===== config.mk =====
export PLATFORM = sky130hd
export DESIGN_NAME = rphp_slot_events
export DESIGN_NICKNAME = d
export VERILOG_FILES = /design/src/core/rphp_pkg.sv /design/src/core/rphp_lane_map.sv /design/src/core/rphp_slot_events.sv
export SDC_FILE = /design/constraint.sdc
export NUM_CORES = 1
export LEC_CHECK = 0
export ABC_AREA = 1
export BUFFER_PORTS_ARGS = -buffer_cell sky130_fd_sc_hd__buf_4
export CELL_PAD_IN_SITES_DETAIL_PLACEMENT = 0
export CELL_PAD_IN_SITES_GLOBAL_PLACEMENT = 1
export CORE_AREA = 2 2 97 99
export DETAILED_ROUTE_END_ITERATION = 8
export DIE_AREA = 0 0 99 101
export GPL_TIMING_DRIVEN = 1
export PLACE_DENSITY_LB_ADDON = 0.1
export SLEW_MARGIN = 20
export SYNTH_ARGS = -nofsm -noshare
export SYNTH_HDL_FRONTEND = slang
export SYNTH_SLANG_ARGS = --single-unit

===== constraint.sdc =====
create_clock -name core_clk -period 3.4 [get_ports core_clk]
set_input_delay 0.34 -clock core_clk [delete_from_list [all_inputs] [get_ports core_clk]]
set_output_delay 0.34 -clock core_clk [all_outputs]
set_load 0.005 [all_outputs]

===== src/core/rphp_pkg.sv =====
// Constants and types shared by the root-port slot event logic.
// Assumes a single core clock domain; nothing outside this package is needed.
package rphp_pkg;

  // --------------------------------------------------------------------
  // Link rates and encodings
  // --------------------------------------------------------------------
  typedef enum logic [2:0] {
    RPHP_RATE_2G5,
    RPHP_RATE_5G,
    RPHP_RATE_8G,
    RPHP_RATE_16G,
    RPHP_RATE_32G
  } rphp_rate_t;

  typedef enum logic {
    RPHP_ENC_8B10B,
    RPHP_ENC_128B130B
  } rphp_enc_t;

  // Port kinds: which rate ceiling applies
  typedef enum logic [1:0] {
    RPHP_PORT_X4_MOBILE,
    RPHP_PORT_X8_MOBILE,
    RPHP_PORT_X16_DESKTOP
  } rphp_port_kind_t;

  // --------------------------------------------------------------------
  // Strap positions and reset values
  // --------------------------------------------------------------------
  localparam int unsigned RPHP_STRAP_PORT0_BIT = 14;
  localparam int unsigned RPHP_STRAP_PORT1_BIT = 15;
  localparam int unsigned RPHP_LANES           = 4;
  localparam logic        RPHP_FLAG_RST        = 1'h0;
  localparam logic [7:0]  RPHP_LANE_SEL_RST    = 8'hE4;
  localparam logic        RPHP_STRAP_RST       = 1'h1;
  localparam logic        RPHP_SMI_N_RST       = 1'h1;

  // --------------------------------------------------------------------
  // Config translation
  // --------------------------------------------------------------------
  localparam int unsigned RPHP_CFG_AW       = 12;
  localparam logic [1:0]  RPHP_CFG_ALIGN_OK = 2'h0;

endpackage


===== src/core/rphp_lane_map.sv =====
// Lane remapping for one 4-lane port, registered.
// Assumes the strap is already captured and stable in the core clock domain.
`timescale 1ns/100ps
`default_nettype none
module rphp_lane_map (
  input  wire logic       core_clk,
  input  wire logic       resetn,
  input  wire logic       strap_straight,
  output var  logic [7:0] lane_sel_q
);

  // --------------------------------------------------------------------
  // Lane map
  // --------------------------------------------------------------------
  // Logical lane i takes physical lane i, or 3-i when reversed
  always_ff @(posedge core_clk or negedge resetn) begin
    if (!resetn) begin
      lane_sel_q <= rphp_pkg::RPHP_LANE_SEL_RST;
    end else begin
      for (int i = 0; i < rphp_pkg::RPHP_LANES; i++) begin
        lane_sel_q[2*i +: 2] <= strap_straight ? 2'(i) : 2'(3 - i);
      end
    end
  end

endmodule
`default_nettype wire


===== src/core/rphp_slot_events.sv =====
// Root-port slot event logic: presence, change flags, interrupt, SCI, SMI,
// lane reversal straps, rate/encoding limits and config-cycle translation.
// Assumes presence and link-active inputs come from the PHY (asynchronous)
// and that software controls arrive on the core clock.
`timescale 1ns/100ps
`default_nettype none
module rphp_slot_events (
  input  wire logic                           core_clk,
  input  wire logic                           resetn,
  input  wire logic                           phy_present,
  input  wire logic                           phy_link_active,
  input  wire logic                           presence_change_irq_enable,
  input  wire logic                           hotplug_irq_enable,
  input  wire logic                           hotplug_sci_enable,
  input  wire logic                           hotplug_smi_enable,
  input  wire logic                           clr_presence_changed,
  input  wire logic                           clr_sci_status,
  input  wire logic                           clr_smi_presence,
  input  wire logic                           clr_smi_link,
  input  wire logic [15:0]                    cfg_straps,
  input  wire logic                           strap_capture,
  input  wire rphp_pkg::rphp_port_kind_t      port_kind,
  input  wire rphp_pkg::rphp_rate_t           rate_request,
  input  wire logic                           cfg_req,
  input  wire logic                           cfg_wr,
  input  wire logic [11:0]                    cfg_addr,
  input  wire logic [31:0]                    cfg_wdata,
  output var  logic                           slot_presence_state,
  output var  logic                           slot_presence_changed,
  output var  logic                           port_irq,
  output var  logic                           hotplug_sci_status,
  output var  logic                           smi_presence_changed_status,
  output var  logic                           smi_link_active_changed_status,
  output var  logic                           system_mgmt_irq_n,
  output var  logic [7:0]                     port0_lane_sel,
  output var  logic [7:0]                     port1_lane_sel,
  output var  rphp_pkg::rphp_rate_t           link_rate,
  output var  rphp_pkg::rphp_enc_t            link_encoding,
  output var  logic                           link_cfg_valid,
  output var  logic                           link_cfg_wr,
  output var  logic [11:0]                    link_cfg_addr,
  output var  logic [31:0]                    link_cfg_wdata,
  output var  logic                           cfg_misaligned
);

  // --------------------------------------------------------------------
  // Input synchronisers
  // --------------------------------------------------------------------
  logic pres_meta_q, pres_sync_q, pres_last_q;
  logic link_meta_q, link_sync_q, link_last_q;

  // Two flops per asynchronous PHY level, then a history flop
  always_ff @(posedge core_clk or negedge resetn) begin
    if (!resetn) begin
      pres_meta_q <= 1'h0;
      pres_sync_q <= 1'h0;
      pres_last_q <= 1'h0;
      link_meta_q <= 1'h0;
      link_sync_q <= 1'h0;
      link_last_q <= 1'h0;
    end else begin
      pres_meta_q <= phy_present;
      pres_sync_q <= pres_meta_q;
      pres_last_q <= pres_sync_q;
      link_meta_q <= phy_link_active;
      link_sync_q <= link_meta_q;
      link_last_q <= link_sync_q;
    end
  end

  logic ins_evt, rem_evt, pres_evt, link_evt;
  assign ins_evt  = pres_sync_q & ~pres_last_q;
  assign rem_evt  = ~pres_sync_q & pres_last_q;
  assign pres_evt = ins_evt | rem_evt;
  assign link_evt = link_sync_q ^ link_last_q;

  // --------------------------------------------------------------------
  // Slot status
  // --------------------------------------------------------------------
  // Presence follows the detected module; changed flag is sticky
  always_ff @(posedge core_clk or negedge resetn) begin
    if (!resetn) begin
      slot_presence_state <= rphp_pkg::RPHP_FLAG_RST;
    end else if (ins_evt) begin
      slot_presence_state <= 1'h1;
    end else if (rem_evt) begin
      slot_presence_state <= 1'h0;
    end
  end

  // Set wins over a clear in the same cycle
  always_ff @(posedge core_clk or negedge resetn) begin
    if (!resetn) begin
      slot_presence_changed <= rphp_pkg::RPHP_FLAG_RST;
    end else if (pres_evt) begin
      slot_presence_changed <= 1'h1;
    end else if (clr_presence_changed) begin
      slot_presence_changed <= 1'h0;
    end
  end

  // Port interrupt level while flag and both enables hold
  always_ff @(posedge core_clk or negedge resetn) begin
    if (!resetn) begin
      port_irq <= 1'h0;
    end else begin
      port_irq <= (slot_presence_changed | pres_evt) & presence_change_irq_enable
                  & hotplug_irq_enable;
    end
  end

  // --------------------------------------------------------------------
  // SCI and SMI status
  // --------------------------------------------------------------------
  // SCI status from enabled hot-plug events
  always_ff @(posedge core_clk or negedge resetn) begin
    if (!resetn) begin
      hotplug_sci_status <= rphp_pkg::RPHP_FLAG_RST;
    end else if (hotplug_sci_enable && (pres_evt || link_evt)) begin
      hotplug_sci_status <= 1'h1;
    end else if (clr_sci_status) begin
      hotplug_sci_status <= 1'h0;
    end
  end

  // SMI status, independent of interrupt and SCI enables
  always_ff @(posedge core_clk or negedge resetn) begin
    if (!resetn) begin
      smi_presence_changed_status    <= rphp_pkg::RPHP_FLAG_RST;
      smi_link_active_changed_status <= rphp_pkg::RPHP_FLAG_RST;
    end else begin
      if (hotplug_smi_enable && pres_evt) begin
        smi_presence_changed_status <= 1'h1;
      end else if (clr_smi_presence) begin
        smi_presence_changed_status <= 1'h0;
      end
      if (hotplug_smi_enable && link_evt) begin
        smi_link_active_changed_status <= 1'h1;
      end else if (clr_smi_link) begin
        smi_link_active_changed_status <= 1'h0;
      end
    end
  end

  // Active-low SMI from either status, registered from the status flags so it follows them a cycle later
  always_ff @(posedge core_clk or negedge resetn) begin
    if (!resetn) begin
      system_mgmt_irq_n <= rphp_pkg::RPHP_SMI_N_RST;
    end else begin
      system_mgmt_irq_n <= ~(smi_presence_changed_status
                             | smi_link_active_changed_status);
    end
  end

  // --------------------------------------------------------------------
  // Lane reversal straps
  // --------------------------------------------------------------------
  logic strap0_q, strap1_q;

  // Straps captured on request after reset release; default straight
  always_ff @(posedge core_clk or negedge resetn) begin
    if (!resetn) begin
      strap0_q <= rphp_pkg::RPHP_STRAP_RST;
      strap1_q <= rphp_pkg::RPHP_STRAP_RST;
    end else if (strap_capture) begin
      strap0_q <= cfg_straps[rphp_pkg::RPHP_STRAP_PORT0_BIT];
      strap1_q <= cfg_straps[rphp_pkg::RPHP_STRAP_PORT1_BIT];
    end
  end

  rphp_lane_map u_map0 (
    .core_clk       (core_clk),
    .resetn         (resetn),
    .strap_straight (strap0_q),
    .lane_sel_q     (port0_lane_sel)
  );

  rphp_lane_map u_map1 (
    .core_clk       (core_clk),
    .resetn         (resetn),
    .strap_straight (strap1_q),
    .lane_sel_q     (port1_lane_sel)
  );

  // --------------------------------------------------------------------
  // Rate limits and encoding
  // --------------------------------------------------------------------
  rphp_pkg::rphp_rate_t rate_d;

  // Only the desktop 16-lane port may reach 32 GT/s
  always_comb begin
    rate_d = rate_request;
    if (rate_request == rphp_pkg::RPHP_RATE_32G
        && port_kind != rphp_pkg::RPHP_PORT_X16_DESKTOP) begin
      rate_d = rphp_pkg::RPHP_RATE_16G;
    end else if (rate_request > rphp_pkg::RPHP_RATE_32G) begin
      rate_d = rphp_pkg::RPHP_RATE_2G5;
    end
  end

  always_ff @(posedge core_clk or negedge resetn) begin
    if (!resetn) begin
      link_rate     <= rphp_pkg::RPHP_RATE_2G5;
      link_encoding <= rphp_pkg::RPHP_ENC_8B10B;
    end else begin
      link_rate     <= rate_d;
      link_encoding <= (rate_d == rphp_pkg::RPHP_RATE_2G5
                        || rate_d == rphp_pkg::RPHP_RATE_5G)
                       ? rphp_pkg::RPHP_ENC_8B10B
                       : rphp_pkg::RPHP_ENC_128B130B;
    end
  end

  // --------------------------------------------------------------------
  // Config access translation
  // --------------------------------------------------------------------
  // One-cycle link config cycle per host request; misalignment flagged
  always_ff @(posedge core_clk or negedge resetn) begin
    if (!resetn) begin
      link_cfg_valid <= 1'h0;
      link_cfg_wr    <= 1'h0;
      link_cfg_addr  <= 12'h000;
      link_cfg_wdata <= 32'h0000_0000;
      cfg_misaligned <= 1'h0;
    end else begin
      link_cfg_valid <= cfg_req;
      if (cfg_req) begin
        link_cfg_wr    <= cfg_wr;
        link_cfg_addr  <= cfg_addr;
        link_cfg_wdata <= cfg_wdata;
        cfg_misaligned <= cfg_addr[1:0] != rphp_pkg::RPHP_CFG_ALIGN_OK;
      end
    end
  end
endmodule
`default_nettype wire


==> metrics, run 1 <==
CP cell instances=buf_4; Die Width=99 um; P&R area growth vs syn=44.9%; # resized after CTS=0; Gate Count Post-Synth=270; post-synth top area share=0.615; Crit Path Class=reg -> out; initial antenna violation count=0; largest family of logic cells by synthesized area=simple AND/OR/NAND/NOR gates; cts bufs inserted=9; Critical Path Max Stage Delay=0.55 ns; P_leak=2.15 nW; Seq pwr share=0.512; Synthesized Nets=351; largest fanout on the critical path=4; worst-skew pair later-pin latency=0.33 ns; Slowest-stage cell, CP=dfstp_2; Internal=1.40 mW; buffer and inverter count on the worst path=1; Core ar.=8980 sq um; Max Slew Vio Count=0; Netlist Area Pre-Place=2640 sq um; CTS tree=done; crit-path leading delay family=flip-flops; GRT Total Usage=0.128; hold crit path type=in -> reg; I/O Buffers=139; maximum VDD drop=0.000171 V; ANT cells=0; Max Freq=0.751 GHz; post-synthesis adder-cell area fraction=0.00473; Yosys reg bits=70; aggregate global routing overflow=0; clk slew on worst S/H paths=0.07 ns; Tmin final=1.33 ns; worst hold stages=1; most frequent cells in the layout=nand2_1, buf_4, dfrtp_1; CP Capture Type=output pin; global-route wire length before repair=9.93 mm; clk root buf=clkbuf_8; Worst EP arrival=0.99 ns; maxcap violations=0; DP Worst Slack=1.99 ns; # setup viols final=0; final setup TNS=0 ns; Pre-antenna DRT Iters=4; XOR/XNOR Fraction of Synth Area=0; Post-CTS Setup Bufs=0; Clock Path Buffers=2; routability cong.=0.668; clock power share=0.332; post-detail-place hpwl=4.07 mm; sequential area share after synthesis=0.665; Fin. Hold Viols=0; Worst-Margin Slew=0.871 ns; post-synthesis mux area share=0.00426; I/O pin count=154; cell depth of the worst setup path=1; RSZ-0062 raised after global routing=false; die height=101 um; Total Wirelength=6.13 mm; Final Worst Setup Slack=2.07 ns; Synth Area in Simple Gates=0.224; initial drt markers=55; pwr dens=483 nW/um^2; largest net degree at the start of global routing=71; proportion of layout cells with a drive suffix above 1=0.394; switching share of power=0.243; post-route ant nets=0; Period Utilization, post-route=0.392; status=complete, no violations; mean post-synth cell area=9.79 sq um; vias in the first global route=2031; post-synth top area cell=dfrtp_1; Pwr Total=1.85 mW; vias post-DR=2090; Comb pwr share=0.156; TritonCTS sink count=70; Remaining DRCs=0; die footprint=10000 sq um; synth warn=0; reg2reg path depth=2; skew final=0.00794 ns; Slew headroom=0.419; nets@finish=480; Cell variety after synth=16; Starting Density=0.294; drt via density=4.06; Worst Setup Start Kind=flip-flop; Avg WL per Cell=11.9 um; Worst EP required=3.06 ns; NetSw=449 uW; synth top area cells=dfrtp_1, nand2_1, dfstp_2; leading cell type in the layout, fill and taps excluded=nand2_1; hold buffer count at cts=0; H-Tree Level Count=3; Core Rows=35; Synth Area in Compound Gates=0.0147
## cell type report
class	count	area (sq um)
Fill cell	908	5150
Sequential cell	70	1760
Timing Repair Buffer	139	1040
Multi-Input combinational cell	166	656
Clock buffer	15	176
Tap cell	111	139
Inverter	13	53.8
Clock inverter	1	5.00
## routing by layer
layer | wire length (um) | global-route usage | up-vias
met3 | 621 | 0.0548 | 8
met5 | 0 | 0 | -
li1 | - | - | 1053
met1 | 2650 | 0.159 | 934
met4 | 107 | 0.0632 | 0
met2 | 2750 | 0.191 | 95
## through the flow
stage,utilization,cells,hold slack [ns],cell area [sq um]
6_report,0.427,515,0.110,3830
3_5_place_dp,0.407,499,0.339,3650
2_1_floorplan,-,270,0.0444,2640
4_1_cts,0.427,515,0.0900,3830
5_1_grt,0.427,515,0.0871,3830
3_3_place_gp,0.407,499,0.335,3650
## cells in the mapped netlist, drive strengths merged
library cell,number
dfrtp,65
dfstp,5
a21oi,1
nand3,2
nor3,1
inv,13
mux2,1
buf,21
o22ai,1
nor2,2
o21ai,4
nand2,152
o211ai,1
ha,1
## final timing paths
path,start,endpoint,slack (ns)
setup / recovery,u_map0.lane_sel_q[2]$_DFF_PN1_,port0_lane_sel[7],2.07
hold / removal,phy_link_active,link_meta_q$_DFF_PN0_,0.11
setup reg to reg,pres_sync_q$_DFF_PN0_,slot_presence_state$_DFFE_PN0P_,2.18
hold reg to reg,link_meta_q$_DFF_PN0_,link_sync_q$_DFF_PN0_,0.35
max in group asynchronous,resetn,link_cfg_wdata[13]$_DFFE_PN0P_,2.71
min in group asynchronous,resetn,smi_link_active_changed_status$_DFFE_PN0P_,0.12
## state kept, by name, indices dropped and copies added (netlist names)
| name | flops |
|---|---|
| pres_sync_q | 1 |
| pres_last_q | 1 |
| u_map1.lane_sel_q | 2 |
| system_mgmt_irq_n | 1 |
| link_meta_q | 1 |
| pres_meta_q | 1 |
| link_sync_q | 1 |
| smi_link_active_changed_status | 1 |
| strap0_q | 1 |
| link_cfg_valid | 1 |
| link_cfg_addr | 12 |
| link_cfg_wdata | 32 |
| cfg_misaligned | 1 |
| u_map0.lane_sel_q | 2 |
| hotplug_sci_status | 1 |
| slot_presence_changed | 1 |
| link_encoding | 1 |
| slot_presence_state | 1 |
| smi_presence_changed_status | 1 |
| link_cfg_wr | 1 |
| link_rate | 3 |
| port_irq | 1 |
| link_last_q | 1 |
| strap1_q | 1 |
## power by group through the flow
stage | logic (mW) | registers (mW) | clock network (mW)
global route | 0.328 | 0.958 | 0.684
floorplan | 0.101 | 0.966 | 0
CTS | 0.299 | 0.948 | 0.645
global placement | 0.297 | 0.960 | 0
detailed placement | 0.299 | 0.963 | 0
finish | 0.289 | 0.948 | 0.614
## kinds of logic after synthesis
kind of cell | count (synthesis)
AND/OR/NAND/NOR | 157
flip-flops | 70
buffers and inverters | 34
AO/OA/AOI/OAI | 7
multiplexers | 1
adder cells (fa/ha/maj) | 1
No activity file was read; power rests on OpenSTA's default activity.
==> run 2: changes to the inputs <==
==> constraint.sdc (replaced) <==
create_clock -name core_clk -period 1.25 [get_ports core_clk]
set_input_delay 0.125 -clock core_clk [delete_from_list [all_inputs] [get_ports core_clk]]
set_output_delay 0.125 -clock core_clk [all_outputs]
set_load 0.005 [all_outputs]
==> metrics, run 2 (same netlist as run 1, synthesis figures left out) <==
CTS tree=done; I/O Buffers=139 (unchanged); P&R area growth vs syn=69.7%; final setup TNS=0 ns (unchanged); maximum VDD drop=0.000482 V (+180%); min-delay src=cfg_wdata[18]; Worst-Margin Slew=0.357 ns (-0.515 ns); top flop regs=link_cfg_wdata x32, link_cfg_addr x12, link_rate x3; # resized after CTS=0 (unchanged); r2r endpoint=slot_presence_state$_DFFE_PN0P_; proportion of layout cells with a drive suffix above 1=0.360 (-0.0337); filler instances=843 (-7.2%); post-detail-place hpwl=4.46 mm (+9.6%); post-layout util=0.500 (+0.0730); Total Wirelength=6.66 mm (+8.7%); Period Utilization, post-route=0.900; clk root buf=clkbuf_8; Worst Setup Start Kind=flip-flop; initial antenna violation count=0 (unchanged); largest fanout on the critical path=2 (-2); P_leak=2.43 nW (+13%); cts bufs inserted=9 (unchanged); skew final=0.000975 ns (-0.00697 ns); final hold slack=0.0115 ns (-0.0985 ns); aggregate global routing overflow=0 (unchanged); Crit Reg-Reg Startpoint=pres_sync_q$_DFF_PN0_; largest net degree at the start of global routing=47 (-34%); crit-path leading delay family=flip-flops; nets@finish=540 (+13%); most frequent cells in the layout=nand2_1, buf_4, dfrtp_1; RSZ-0062 raised after global routing=false; ANT cells=0 (unchanged); Max Freq=0.889 GHz; Core ar.=8980 sq um (unchanged); Post-CTS Setup Bufs=0 (unchanged); Largest register FFs=32 (unchanged); maxcap violations=0 (unchanged); # setup viols final=0 (unchanged); worst hold stages=3 (+2); post-route ant nets=0 (unchanged); CP cell instances=ha_1 -> mux2_2; Worst EP required=1.47 ns (-1.59 ns); Remaining DRCs=0 (unchanged); area of the multi-input gates=656 sq um (unchanged); Cell Count, Final, Fillers Out=575 (+12%); hold buffer count at cts=55 (+55); status=complete, no violations; DP Area=3700 sq um (+1.4%); reg2reg path depth=2 (unchanged); clk slew on worst S/H paths=0.07 ns (about the same); global-route wire length before repair=10.7 mm (+7.4%); Core Rows=35 (unchanged); worst-skew pair later-pin latency=0.33 ns (about the same); Starting Density=0.294 (unchanged); Crit. Startpoint=pres_sync_q$_DFF_PN0_; die footprint=10000 sq um (unchanged); initial drt markers=68 (+24%); Tmin final=1.12 ns; CP Capture Type=flip-flop; Slew headroom=0.762 (+0.343); routability cong.=0.680 (+1.8%); final instance area=4490 sq um (+17%); die height=101 um (unchanged); Pwr Total=5.69 mW (+210%); Die Width=99 um (unchanged); leading cell type in the layout, fill and taps excluded=nand2_1; Final Worst Setup Slack=0.125 ns (-1.94 ns); buffer and inverter count on the worst path=0 (-1); Crit Path Class=reg -> reg; Inst Count DP=504 (+1.0%); worst reg2reg setup slack=0.13 ns (-2.05 ns); vias post-DR=2317 (+11%); DP Worst Slack=0.129 ns (-1.86 ns); H-Tree Level Count=3 (unchanged); TritonCTS sink count=70 (unchanged); Avg WL per Cell=11.6 um (-2.7%); Worst Hold Endpoint=link_cfg_wdata[18]$_DFFE_PN0P_; GRT Total Usage=0.138 (+0.00999); Max Slew Vio Count=0 (unchanged); Fin. Hold Viols=0 (unchanged); pwr dens=1270 nW/um^2 (+160%); Critical Path Max Stage Delay=0.39 ns (-0.16 ns); Register Area=1760 sq um (unchanged); Clock Path Buffers=2 (unchanged); I/O pin count=154 (unchanged); Worst EP arrival=1.35 ns (+0.36 ns); Slowest-stage cell, CP=dfrtp_1; hold crit path type=in -> reg; drt via density=4.03 (-0.71%); Pre-antenna DRT Iters=4 (unchanged); Biggest register=link_cfg_wdata; vias in the first global route=2250 (+11%)
==> run 2: how the worst max path moves through the flow <==
stage / depth (start not counted) / end / slack [ns]
final: 2 / slot_presence_state$_DFFE_PN0P_ / 0.13
after global placement: 2 / slot_presence_state$_DFFE_PN0P_ / 0.15
after detailed placement: 2 / slot_presence_state$_DFFE_PN0P_ / 0.13
after CTS: 1 / port0_lane_sel[7] / 0.10
after floorplan: 2 / slot_presence_state$_DFFE_PN0P_ / 0.11
after global routing: 5 / hotplug_sci_status$_DFFE_PN0P_ / 0.05
==> run 2: worst min-delay path, cell delays in order <==
cell	delay, ns
buf_4	0.08
nand2_1	0.04
nand2_1	0.06
==> run 2: layer usage <==
layer	routed length (um)	up-vias	GRT usage
li1	-	1181	-
met1	2790	1035	0.166
met2	3130	95	0.218
met3	662	6	0.0638
met4	81	0	0.0506
met5	0	-	0
==> run 2: where the power goes <==
| group | switching (mW) | internal (mW) | total, mW |
|---|---|---|---|
| clock network | 0.850 | 1.31 | 2.16 |
| registers | 0.108 | 2.47 | 2.58 |
| logic | 0.361 | 0.587 | 0.948 |
| total | 1.32 | 4.37 | 5.69 |
==> run 2: layout make-up <==
cell class	count	area share
clock buffer	9	0.0276
multi-input combinational	166	0.146
tap	111	0.0310
timing repair buffer	199	0.366
clock inverter	7	0.0251
inverter	13	0.0120
sequential	70	0.392
